### src/core/lgb_defines.svh
// constants for the logic gate and timing element library
`ifndef LGB_DEFINES_SVH
`define LGB_DEFINES_SVH
`define LGB_CLK_HZ       10000000
`define LGB_TB_10MS_NS   10000000
`define LGB_TB_10MS_CYC  ((`LGB_TB_10MS_NS / 1000) * (`LGB_CLK_HZ / 1000) / 1000)
`define LGB_TB_100MS_DIV 10
`define LGB_TB_1S_DIV    10
`define LGB_TB_10MS      2'h0
`define LGB_TB_100MS     2'h1
`define LGB_TB_1S        2'h2
`define LGB_TIME_W       16
`define LGB_TOD_W        11
`define LGB_CNT_W        16
`endif

### src/core/lgb_pkg.sv
// shared types for the logic gate and timing element library
package lgb_pkg;
  typedef enum logic [1:0] {
    LGB_EDGE_FALL,
    LGB_EDGE_RISE,
    LGB_EDGE_BOTH
  } lgb_edge_t;
  typedef enum logic [2:0] {
    LGB_OP_AND,
    LGB_OP_OR,
    LGB_OP_NOR,
    LGB_OP_XOR,
    LGB_OP_NAND
  } lgb_op_t;
  typedef enum {
    LGB_OS_IDLE,
    LGB_OS_RUN
  } lgb_os_state_t;
endpackage

### src/core/lgb_tick_if.sv
// timebase tick bundle passed from the tick divider to the elements
`timescale 1ns/1ps
`default_nettype none
interface lgb_tick_if;
  logic tick_10ms;
  logic tick_100ms;
  logic tick_1s;
  modport src (output tick_10ms, output tick_100ms, output tick_1s);
  modport dst (input tick_10ms, input tick_100ms, input tick_1s);
endinterface
`default_nettype wire

### src/core/lgb_logic_lib.sv
// top of the logic gate and timing element library
`include "lgb_defines.svh"
`timescale 1ns/1ps
`default_nettype none
module lgb_logic_lib #(
  parameter int unsigned BASE_CYC = `LGB_TB_10MS_CYC
) (
  input  wire logic                   i_sys_clk,
  input  wire logic                   i_sys_rst,
  input  wire logic [3:0]             i_gate_in,
  input  wire logic [1:0]             i_xor_in,
  input  wire logic [3:0]             i_expr_in,
  input  wire logic [2:0]             i_expr_op,
  input  wire logic [3:0]             i_expr_neg,
  input  wire logic                   i_latch_set,
  input  wire logic                   i_latch_clr,
  input  wire logic                   i_latch_set_wins,
  input  wire logic                   i_pulse_in,
  input  wire logic [1:0]             i_pulse_edge,
  input  wire logic                   i_toggle_in,
  input  wire logic [1:0]             i_tb_sel,
  input  wire logic                   i_dly_in,
  input  wire logic [`LGB_TIME_W-1:0] i_dly_on_time,
  input  wire logic [`LGB_TIME_W-1:0] i_dly_off_time,
  input  wire logic                   i_os_in,
  input  wire logic                   i_os_retrig,
  input  wire logic [`LGB_TIME_W-1:0] i_os_time,
  input  wire logic                   i_flash_en,
  input  wire logic [`LGB_TIME_W-1:0] i_flash_time,
  input  wire logic [`LGB_TOD_W-1:0]  i_tod,
  input  wire logic [`LGB_TOD_W-1:0]  i_sched_on,
  input  wire logic [`LGB_TOD_W-1:0]  i_sched_off,
  input  wire logic                   i_cnt_in,
  input  wire logic                   i_cnt_clr,
  input  wire logic [`LGB_CNT_W-1:0]  i_cnt_set,
  output logic                        o_and4,
  output logic                        o_or4,
  output logic                        o_not,
  output logic                        o_xor2,
  output logic                        o_nand4,
  output logic                        o_nor4,
  output logic                        o_expr,
  output logic                        o_latch,
  output logic                        o_pulse,
  output logic                        o_toggle,
  output logic                        o_dly,
  output logic                        o_os,
  output logic                        o_flash,
  output logic                        o_sched,
  output logic                        o_cnt_hit,
  output logic [`LGB_CNT_W-1:0]       o_cnt_value
);
  // the tick divider is 20 bits wide, which caps the cycles per tick
  if (BASE_CYC < 1 || BASE_CYC > 1000000) begin : g_bad_base
    $error("BASE_CYC out of range");
  end
  // pins cross from outside: two-flop synchronisers on every bit input except the pulse edge and timebase selects;
  // timing and schedule words are not synchronised, so they may only
  // change while the element that reads them is idle
  localparam int NSYNC = 28;
  logic [NSYNC-1:0] raw;
  logic [NSYNC-1:0] s1;
  logic [NSYNC-1:0] s2;
  assign raw = {
    i_gate_in,
    i_xor_in,
    i_expr_in,
    i_latch_set,
    i_latch_clr,
    i_pulse_in,
    i_toggle_in,
    i_dly_in,
    i_os_in,
    i_flash_en,
    i_cnt_in,
    i_cnt_clr,
    i_expr_neg,
    i_expr_op,
    i_os_retrig,
    i_latch_set_wins
  };
  always_ff @(posedge i_sys_clk) begin
    if (i_sys_rst) begin
      s1 <= '0;
      s2 <= '0;
    end else begin
      s1 <= raw;
      s2 <= s1;
    end
  end
  logic [3:0] g_in;
  logic [1:0] x_in;
  logic [3:0] e_in;
  logic       l_set;
  logic       l_clr;
  logic       p_in;
  logic       t_in;
  logic       d_in;
  logic       os_in;
  logic       f_en;
  logic       c_in;
  logic       c_clr;
  logic [3:0] e_neg;
  logic [2:0] e_op;
  logic       os_rt;
  logic       l_sw;
  // unpack in the same order as raw above
  assign {
    g_in,
    x_in,
    e_in,
    l_set,
    l_clr,
    p_in,
    t_in,
    d_in,
    os_in,
    f_en,
    c_in,
    c_clr,
    e_neg,
    e_op,
    os_rt,
    l_sw
  } = s2;

  lgb_tick_if tk ();
  lgb_tick_gen #(
    .BASE_CYC (BASE_CYC)
  ) u_tick (
    .i_sys_clk (i_sys_clk),
    .i_sys_rst (i_sys_rst),
    .tk        (tk)
  );
  logic dly_w;
  logic os_w;
  lgb_timer u_timer (
    .i_sys_clk      (i_sys_clk),
    .i_sys_rst      (i_sys_rst),
    .tk             (tk),
    .i_tb_sel       (i_tb_sel),
    .i_dly_in       (d_in),
    .i_dly_on_time  (i_dly_on_time),
    .i_dly_off_time (i_dly_off_time),
    .i_os_in        (os_in),
    .i_os_retrig    (os_rt),
    .i_os_time      (i_os_time),
    .o_dly_out      (dly_w),
    .o_os_out       (os_w)
  );
  // same timebase select as the timers, so the flasher steps with them
  logic tick;
  always_comb begin
    case (i_tb_sel)
      `LGB_TB_10MS:  tick = tk.tick_10ms;
      `LGB_TB_100MS: tick = tk.tick_100ms;
      `LGB_TB_1S:    tick = tk.tick_1s;
      default:       tick = tk.tick_10ms;
    endcase
  end

  typedef struct packed {
    logic                   and4;
    logic                   or4;
    logic                   inv;
    logic                   xor2;
    logic                   nand4;
    logic                   nor4;
    logic                   expr;
    logic                   latch;
    logic                   p_d;
    logic                   pulse;
    logic                   t_d;
    logic                   toggle;
    logic                   dly;
    logic                   os;
    logic [`LGB_TIME_W-1:0] fcnt;
    logic                   flash;
    logic                   sched;
    logic                   c_d;
    logic [`LGB_CNT_W-1:0]  cval;
    logic                   chit;
  } lgb_top_st_t;
  lgb_top_st_t q;
  lgb_top_st_t next_q;

  logic [3:0] e_term;
  logic       e_val;
  logic       rise;
  logic       fall;
  logic       tgl_rise;
  logic       c_event;
  logic [`LGB_CNT_W-1:0] c_next;

  // per-input negation ahead of the selected operator
  genvar gi;
  generate
    for (gi = 0; gi < 4; gi++) begin : g_neg
      assign e_term[gi] = e_in[gi] ^ e_neg[gi];
    end
  endgenerate

  always_comb begin
    case (lgb_pkg::lgb_op_t'(e_op))
      lgb_pkg::LGB_OP_AND:  e_val = &e_term;
      lgb_pkg::LGB_OP_OR:   e_val = |e_term;
      lgb_pkg::LGB_OP_NOR:  e_val = ~|e_term;
      lgb_pkg::LGB_OP_XOR:  e_val = ^e_term;
      lgb_pkg::LGB_OP_NAND: e_val = ~&e_term;
      default:              e_val = 1'b0;
    endcase
  end

  // edge memories reset low, the idle level of the pins, so no false
  // edge follows the release of reset
  assign rise     = p_in & ~q.p_d;
  assign fall     = ~p_in & q.p_d;
  assign tgl_rise = t_in & ~q.t_d;
  assign c_event  = c_in & ~q.c_d;
  assign c_next   = q.cval + `LGB_CNT_W'(1);

  always_comb begin
    next_q       = q;
    next_q.and4  = &g_in;
    next_q.or4   = |g_in;
    next_q.inv   = ~g_in[0];
    next_q.xor2  = x_in[0] ^ x_in[1];
    next_q.nand4 = ~&g_in;
    next_q.nor4  = ~|g_in;
    next_q.expr  = e_val;
    // latch: reset wins unless set priority is selected
    if (l_set && l_clr) begin
      next_q.latch = l_sw;
    end else if (l_set) begin
      next_q.latch = 1'b1;
    end else if (l_clr) begin
      next_q.latch = 1'b0;
    end
    next_q.p_d = p_in;
    // edge choice is static configuration, read without a synchroniser
    case (lgb_pkg::lgb_edge_t'(i_pulse_edge))
      lgb_pkg::LGB_EDGE_FALL: next_q.pulse = fall;
      lgb_pkg::LGB_EDGE_RISE: next_q.pulse = rise;
      lgb_pkg::LGB_EDGE_BOTH: next_q.pulse = rise | fall;
      default:                next_q.pulse = 1'b0;
    endcase
    next_q.t_d = t_in;
    if (tgl_rise) begin
      next_q.toggle = ~q.toggle;
    end
    // timer results pass one more flop so every top output is registered
    next_q.dly = dly_w;
    next_q.os  = os_w;
    // flasher: half period equals the flash time, zero time holds low
    if (!f_en || i_flash_time == '0) begin
      next_q.fcnt  = '0;
      next_q.flash = 1'b0;
    end else if (tick) begin
      if (q.fcnt + 1'b1 >= i_flash_time) begin
        next_q.fcnt  = '0;
        next_q.flash = ~q.flash;
      end else begin
        next_q.fcnt = q.fcnt + 1'b1;
      end
    end
    // schedule window may wrap past midnight
    if (i_sched_on <= i_sched_off) begin
      next_q.sched = (i_tod >= i_sched_on) && (i_tod < i_sched_off);
    end else begin
      next_q.sched = (i_tod >= i_sched_on) || (i_tod < i_sched_off);
    end
    next_q.c_d = c_in;
    // clear beats a counting event in the same cycle; counter saturates
    if (c_clr) begin
      next_q.cval = '0;
    end else if (c_event && q.cval != '1) begin
      next_q.cval = c_next;
    end
    // hit follows the new value, so it rises together with the count
    next_q.chit = !c_clr && (next_q.cval >= i_cnt_set);
  end

  always_ff @(posedge i_sys_clk) begin
    if (i_sys_rst) q <= '0;
    else           q <= next_q;
  end

  assign o_and4      = q.and4;
  assign o_or4       = q.or4;
  assign o_not       = q.inv;
  assign o_xor2      = q.xor2;
  assign o_nand4     = q.nand4;
  assign o_nor4      = q.nor4;
  assign o_expr      = q.expr;
  assign o_latch     = q.latch;
  assign o_pulse     = q.pulse;
  assign o_toggle    = q.toggle;
  assign o_dly       = q.dly;
  assign o_os        = q.os;
  assign o_flash     = q.flash;
  assign o_sched     = q.sched;
  assign o_cnt_hit   = q.chit;
  assign o_cnt_value = q.cval;
endmodule
`default_nettype wire

### src/core/lgb_tick_gen.sv
// timebase divider producing one-cycle 10ms, 100ms and 1s ticks
`include "lgb_defines.svh"
`timescale 1ns/1ps
`default_nettype none
module lgb_tick_gen #(
  parameter int unsigned BASE_CYC = `LGB_TB_10MS_CYC
) (
  input  wire logic     i_sys_clk,
  input  wire logic     i_sys_rst,
  lgb_tick_if.src       tk
);
  if (BASE_CYC < 1 || BASE_CYC > 1000000) begin : g_bad_base
    $error("bad BASE_CYC");
  end
  typedef struct packed {
    logic [19:0] div;
    logic [3:0]  d100;
    logic [3:0]  d1s;
    logic        t10;
    logic        t100;
    logic        t1s;
  } lgb_tick_st_t;
  lgb_tick_st_t q;
  lgb_tick_st_t next_q;
  always_comb begin
    next_q      = q;
    next_q.t10  = 1'b0;
    next_q.t100 = 1'b0;
    next_q.t1s  = 1'b0;
    if (q.div == 20'(BASE_CYC - 1)) begin
      next_q.div = '0;
      next_q.t10 = 1'b1;
      if (q.d100 == 4'(`LGB_TB_100MS_DIV - 1)) begin
        next_q.d100 = '0;
        next_q.t100 = 1'b1;
        if (q.d1s == 4'(`LGB_TB_1S_DIV - 1)) begin
          next_q.d1s = '0;
          next_q.t1s = 1'b1;
        end else begin
          next_q.d1s = q.d1s + 4'h1;
        end
      end else begin
        next_q.d100 = q.d100 + 4'h1;
      end
    end else begin
      next_q.div = q.div + 20'h1;
    end
  end
  always_ff @(posedge i_sys_clk) begin
    if (i_sys_rst) q <= '0;
    else           q <= next_q;
  end
  assign tk.tick_10ms  = q.t10;
  assign tk.tick_100ms = q.t100;
  assign tk.tick_1s    = q.t1s;
endmodule
`default_nettype wire

### src/core/lgb_timer.sv
// one-shot and delay timer elements sharing the selected timebase
`include "lgb_defines.svh"
`timescale 1ns/1ps
`default_nettype none
module lgb_timer (
  input  wire logic                   i_sys_clk,
  input  wire logic                   i_sys_rst,
  lgb_tick_if.dst                     tk,
  input  wire logic [1:0]             i_tb_sel,
  input  wire logic                   i_dly_in,
  input  wire logic [`LGB_TIME_W-1:0] i_dly_on_time,
  input  wire logic [`LGB_TIME_W-1:0] i_dly_off_time,
  input  wire logic                   i_os_in,
  input  wire logic                   i_os_retrig,
  input  wire logic [`LGB_TIME_W-1:0] i_os_time,
  output logic                        o_dly_out,
  output logic                        o_os_out
);
  typedef struct packed {
    logic [`LGB_TIME_W-1:0] dcnt;
    logic                   dout;
    logic [`LGB_TIME_W-1:0] ocnt;
    lgb_pkg::lgb_os_state_t ost;
    logic                   oin_d;
  } lgb_tmr_st_t;
  lgb_tmr_st_t q;
  lgb_tmr_st_t next_q;
  logic tick;
  always_comb begin
    case (i_tb_sel)
      `LGB_TB_10MS:  tick = tk.tick_10ms;
      `LGB_TB_100MS: tick = tk.tick_100ms;
      `LGB_TB_1S:    tick = tk.tick_1s;
      default:       tick = tk.tick_10ms;
    endcase
  end
  always_comb begin
    next_q       = q;
    next_q.oin_d = i_os_in;
    // delay: counter restarts whenever input agrees with the output
    if (i_dly_in == q.dout) begin
      next_q.dcnt = '0;
    end else if (tick) begin
      if (q.dcnt + 1'b1 >= (i_dly_in ? i_dly_on_time : i_dly_off_time)) begin
        next_q.dout = i_dly_in;
        next_q.dcnt = '0;
      end else begin
        next_q.dcnt = q.dcnt + 1'b1;
      end
    end
    // zero delay setting switches without waiting for a tick
    if (i_dly_in != q.dout &&
        (i_dly_in ? i_dly_on_time : i_dly_off_time) == '0) begin
      next_q.dout = i_dly_in;
    end
    case (q.ost)
      lgb_pkg::LGB_OS_IDLE: begin
        if (i_os_in && !q.oin_d && i_os_time != '0) begin
          next_q.ost  = lgb_pkg::LGB_OS_RUN;
          next_q.ocnt = '0;
        end
      end
      lgb_pkg::LGB_OS_RUN: begin
        // retrigger priority restarts the pulse on a new rising edge
        if (i_os_retrig && i_os_in && !q.oin_d) begin
          next_q.ocnt = '0;
        end else if (tick) begin
          if (q.ocnt + 1'b1 >= i_os_time) begin
            next_q.ost = lgb_pkg::LGB_OS_IDLE;
          end
          next_q.ocnt = q.ocnt + 1'b1;
        end
      end
      default: next_q.ost = lgb_pkg::LGB_OS_IDLE;
    endcase
  end
  always_ff @(posedge i_sys_clk) begin
    if (i_sys_rst) q <= '0;
    else           q <= next_q;
  end
  assign o_dly_out = q.dout;
  assign o_os_out  = (q.ost == lgb_pkg::LGB_OS_RUN);
endmodule
`default_nettype wire

### config.mk
export PLATFORM = sky130hd
export DESIGN_NAME = lgb_logic_lib
export DESIGN_NICKNAME = d
export VERILOG_FILES = /design/src/core/lgb_pkg.sv /design/src/core/lgb_tick_if.sv /design/src/core/lgb_logic_lib.sv /design/src/core/lgb_tick_gen.sv /design/src/core/lgb_timer.sv
export VERILOG_INCLUDE_DIRS = /design/src /design/src/core
export SDC_FILE = /design/constraint.sdc
export NUM_CORES = 1
export LEC_CHECK = 0
export BUFFER_PORTS_ARGS = -buffer_cell sky130_fd_sc_hd__buf_2
export CAP_MARGIN = 10
export CORE_MARGIN = 2
export CORE_UTILIZATION = 57
export DETAILED_ROUTE_END_ITERATION = 10
export PLACE_DENSITY = 0.81
export REMOVE_ABC_BUFFERS = 1
export SLEW_MARGIN = 20
export SYNTH_ARGS = -nofsm -noshare
export SYNTH_HDL_FRONTEND = slang
export SYNTH_SLANG_ARGS = --single-unit
### constraint.sdc
create_clock -name i_sys_clk -period 3.6 [get_ports i_sys_clk]
set_input_delay 0.36 -clock i_sys_clk [delete_from_list [all_inputs] [get_ports i_sys_clk]]
set_output_delay 0.36 -clock i_sys_clk [all_outputs]
set_load 0.01 [all_outputs]
## After elaboration in Yosys (flattened, before gate mapping)

Index checks and enable logic that the tools add are counted.

| storage, ports and cells | value |
|---|---|
| flip-flop bits (word level) | 203 |
| input bits | 147 |
| output and inout bits | 31 |
| logic and storage cells | 159 |

| operators by class | value |
|---|---|
| add/sub/neg operators | 7 |
| $lt $le $gt $ge | 7 |
| eq/ne operators | 22 |
| muxes and demuxes | 28 |
| bitwise operators | 19 |
| reductions and logical operators | 43 |

Operator list:

| kind | count |
|---|---|
| $mux 16 | 6 |
| $mux 48 | 2 |
| $add 16x1->16 const B | 4 |
| $ge 16x16->1 | 4 |
| $mux 32 | 2 |
| $pmux 32 s2 | 1 |
| $eq 32x1->1 const B | 1 |
| $eq 32x2->1 const B | 1 |
| $logic_not 16->1 | 2 |
| $logic_not 32->1 | 1 |
| $pmux 16 s2 | 1 |
| $add 20x1->20 const B | 1 |
| $eq 20x17->1 const B | 1 |
| $ne 16x16->1 const B | 1 |
| $reduce_bool 16->1 | 1 |
| $reduce_and 4->1 | 3 |
| $ge 11x11->1 | 1 |
| $le 11x11->1 | 1 |
| $lt 11x11->1 | 1 |
| $logic_and 1x1->1 | 9 |
| $mux 1 | 9 |
| $not 1->1 | 9 |
| $add 4x1->4 const B | 2 |
| $eq 4x4->1 const B | 2 |
| 31 further kinds | 60 |

## Logic depth before layout (Yosys ltp)

| depth | value |
|---|---|
| depth after elaboration | 7 |
| depth in mapped cells | 15 |
| mapped depth without buffers | 15 |

## Hierarchy

From an unflattened synthesis, not the netlist that was laid out.

| unflattened totals | value |
|---|---|
| cells, all modules | 1173 |
| area, all modules | 10131.0 um2 |

By module, submodules not included:

| module | instances | cells an instance | area an instance (um2) | seq. area each (um2) |
|---|---|---|---|---|
| lgb_logic_lib | 1 | 652 | 5739.3 | 2122.0 |
| lgb_timer | 1 | 360 | 2917.8 | 700.7 |
| lgb_tick_gen | 1 | 161 | 1473.9 | 620.6 |

## Worst setup path after synthesis

OpenSTA, ideal clock, no wires.

| timing path | value |
|---|---|
| path type | register -> register |
| start point | register s2[13] |
| end point | register u_timer.q[60] (netlist bit) |
| data arrival time | 3.084 ns |
| data required time | 3.472 ns |
| path slack | 0.388 ns |
| stages on the path, launching flop included | 12 |
| buffers on the path | 3 |
| period minus slack after synthesis | 3.212 ns |
| path through | dfxtp_1 -> buf_1 -> clkbuf_1 -> mux2i_1 -> ha_1 -> nand4_1 -> or4_1 -> a31oi_1 -> clkbuf_1 -> nor2_1 -> a22oi_1 -> nor2_1 |

| on the way | value |
|---|---|
| cells in the longest elaborated chain, start to end | 3 |
| elaborated cells between the ends (all ways) | 5 |
| classes of those cells | 1 x order compare; 1 x eq/ne; 2 x mux; 1 x reduce/logical |

RTL lines:

| element | RTL line | RTL |
|---|---|---|
| start: declaration | lgb_logic_lib.sv:63 | `logic [NSYNC-1:0] s2;` |
| start signal: assignment | lgb_logic_lib.sv:85 | `s2 <= '0;` |
| start signal: assignment | lgb_logic_lib.sv:88 | `s2 <= s1;` |
| $mux 16 | lgb_timer.sv:44 | `if (q.dcnt + 1'b1 >= (i_dly_in ? i_dly_on_time : i_dly_off_time)) begin` |
| $ge 16x16->1 | lgb_timer.sv:44 |  |
| $mux 16 | lgb_timer.sv:44 |  |
| end signal: assignment | lgb_timer.sv:79 | `else q <= next_q;` |
| end: declaration | lgb_timer.sv:26 | `lgb_tmr_st_t q;` |

Parallel ways exist; a longest one is shown, timed or not.
A chain may end at the register's enable or synchronous reset.

## Worst setup path after layout

| timing path | value |
|---|---|
| start point | register q[20] (netlist bit) |
| end point | register q[32] (netlist bit) |

| on the way | value |
|---|---|
| cells in the longest elaborated chain, start to end | 3 |

RTL lines:

| element | RTL line | RTL |
|---|---|---|
| start: declaration | lgb_logic_lib.sv:184 | `lgb_top_st_t q;` |
| start signal: assignment | lgb_logic_lib.sv:285 | `else q <= next_q;` |
| $add 16x1->16 (*) | lgb_logic_lib.sv:259, lgb_logic_lib.sv:263 |  |
| $ge 16x16->1 | lgb_logic_lib.sv:259 | `if (q.fcnt + 1'b1 >= i_flash_time) begin` |
| $mux 16 (*) | lgb_logic_lib.sv:259 |  |

Every way passes the cells marked *; elsewhere a longest branch is shown, timed or not.

==> flow_summary_export.csv <==
group,metric,value,unit
die,num_rows,47,
synthesis,ys_ff_latch,172,
min_path,min_path_type,"input pin to flop",
layout,layout-drive-gt1-share,18.2,%
clock_tree,cts_tree,"done",
setup_path,path_class,"flop to flop",
timing,finClkSkew,0.00876,ns
setup_path,r2r-start,"q[20]",
die,die_y,135,µm
timing,fmax,296,MHz
min_path,min-delay-start,"i_expr_in[3]",
synthesis,synthAdderAreaFrac,14.0,%
synthesis,netlist_area,0.00977,mm²
setup_path,cp-end-kind,"flop",
place,dp_hpwl,15000,µm
power,p_per_area,372,mW/mm²
synthesis,synth_cell_types,60,
setup_path,crit_path_start_kind,"flop",
layout,final_common_cell,"buf_2",
setup_path,reg2regPathDepth,13,
detailed_routing,first_pass_iters,5,
detailed_routing,via_per_inst,5.40,
clock_tree,clkTransAtPathRegs,0.08,ns
synthesis,synth_xor_area_share,7.62,%
setup_path,crit_chain,"ha_1 > and3_1 > and3_1 > and2_1 > nand2_1 > xnor2_1 > ha_1 > a21o_1 > a21o_1 > o21ba_2 > nor4_4 > a21oi_1 > mux2i_1",
clock_tree,cts-root-buf,"clkbuf_16",
detailed_routing,routedWlPerCell,13.1,µm
synthesis,synth_compound_area_share,11.7,%
layout,final_cell_mix,"buf_2 (176), dfxtp_1 (171), nor2_1 (126)",
grt,antenna_found_initial,0,
power,finalPower,4.25,mW
timing,fin_crit,3.38,ns
timing,slew_headroom,57.4,%
clock_tree,hold_buffers,0,
die,core_area,0.0166,mm²
die,die_w,135,µm
synthesis,synth-simple-area-share,22.5,%
grt,overflow,0,
die,initial_core_util,58.7,%
setup_path,r2r_slack,0.22,ns
detailed_routing,drc,0,
synthesis,synthMuxAreaShare,2.97,%
setup_path,cp_max_fo,9,
clock_tree,cts_buffers,17,
setup_path,critPathRequiredTime,3.96,ns
place,port-buffer-count,177,
synthesis,synthCells,1136,
clock_tree,clk-insertion-delay-late,0.43,ns
job,drv_cap,0,
clock_tree,cts_buffer_depth,2,
synthesis,async_flop_share,0,%
detailed_routing,drt-initial-drc-count,387,
timing,worst_pin_slew,0.635,ns
timing,fin_ws,0.221,ns
grt,grt_pass1_wl,33600,µm
timing,fin_crit_sh,93.9,%
synthesis,netlist.area_leader.share,35.2,%
synthesis,synthFlopType,"dfxtp_1",
min_path,whs_path_depth,2,
power,vdd_drop_max,0.000335,V
place,dp_slack,0.0811,ns
setup_path,slowest_delay,0.48,ns
timing,maxSlewViolCount,0,
min_path,hold-path-endpoint,"s1[21]",
synthesis,synth_edf_count,0,
clock_tree,cts.repair.resized,0,
die,dieArea,0.0182,mm²
clock_tree,htree_levels,4,
synthesis,yosysTopAreaCell,"dfxtp_1",
timing,finalHoldViolCount,0,
setup_path,arrival,3.74,ns
setup_path,r2r-end,"q[32]",
timing,hold_ws,0.130,ns
synthesis,ys_warn_count,0,
clock_tree,numClockSinks,172,
layout,area_growth,17.0,%
layout,diodes,0,
power,leakagePower,5.31,nW
synthesis,synth_top_family_by_area,"simple AND/OR/NAND/NOR gates",
die,boundaryPins,178,
synthesis,netlist_top_cells_area,"dfxtp_1 (35%), ha_1 (14%), nor2_1 (4.9%)",
place,place.gp.congestion,0.859,
detailed_routing,vias,8231,
timing,setup-violations-final,0,
grt,grt.total_usage,22.2,%
place,dpl-instance-area,0.0108,mm²
status,status,"completed",
grt,grt_max_degree,43,
synthesis,yosysSeqAreaShare,35.2,%
layout,design_area,0.0114,mm²
detailed_routing,wl,19900,µm
synthesis,avgSynthCellArea,8.60,µm²
clock_tree,post-cts-setup-buffers,0,
detailed_routing,final_antenna_net_count,0,
setup_path,slowest_stage,"nor4_4",
layout,fin_nets,1548,
grt,grt_pass1_vias,7791,
cells by family after synthesis:
| group | after synthesis |
|---|---|
| xor+xnor | 85 |
| simple gates | 423 |
| fa+ha+maj | 109 |
| compound gates | 177 |
| buf+inv | 141 |
| flops | 172 |
| mux | 29 |
power breakdown:
part	switching, mW	internal (mW)
Clock	0.892	1.02
Sequential	0.0173	1.94
Combinational	0.193	0.178
Total	1.10	3.15
state kept, by name, summed over array words and instances, names as in the netlist, 16 cells and up:
register	count
o_cnt_value	16
q	19
s1	28
s2	28
u_tick.q	28
u_timer.q	34
layer usage:
| layer | wire [µm] | global-route usage [%] | up-vias |
|---|---|---|---|
| li1 | - | - | 4246 |
| met1 | 8780 | 26.8 | 3787 |
| met2 | 10200 | 39.8 | 168 |
| met3 | 637 | 3.34 | 30 |
| met4 | 358 | 8.07 | 0 |
| met5 | 0 | 0 | - |
per-stage QoR:
step / utilization (%) / setup TNS (ns) / std cells
after floorplan: - / 0 / 1085
after global placement: 64.7 / 0 / 1493
after detailed placement: 64.7 / 0 / 1493
after CTS: 68.5 / 0 / 1525
after global routing: 68.7 / -0.00979 / 1525
final: 68.7 / 0 / 1525
critical path: cells and delay by family, from the launching register on:
family | cells | cell delay [ns]
adders and majority gates | 2 | 0.55
and+or+nand+nor | 5 | 1.29
AOI/OAI and AO/OA | 4 | 0.76
muxes | 1 | 0.15
xor gates and xnor gates | 1 | 0.15
DFF | 1 | 0.42
Yosys cell counts (29+ instances only):
cell type and count:
nor2_1 128, nor2b_1 72, mux2i_1 29, nand4_1 34, a21oi_1 52, inv_1 90
dfxtp_1 172, xor2_1 43, xnor2_1 42, nand2_1 48, ha_1 109, o21ai_0 32
nand3_1 43
layout make-up:
cell class / instances / area, µm²
Multi-Input combinational cell: 823 / 5760
Fill cell: 1335 / 5210
Sequential cell: 172 / 3440
Timing Repair Buffer: 188 / 971
Clock buffer: 17 / 425
Inverter: 90 / 338
Tap cell: 220 / 275
Clock inverter: 15 / 215
worst max-delay path by stage:
stage	start	end	depth (start not counted)
4_1_cts	q[20]	q[32]	13
5_1_grt	u_timer.q[50]	u_timer.q[61]	13
3_3_place_gp	q[20]	q[30]	13
3_5_place_dp	q[20]	q[25]	13
2_1_floorplan	s2[13]	u_timer.q[51]	10
6_report	q[20]	q[32]	13
No activity file was read; power rests on OpenSTA's default activity.
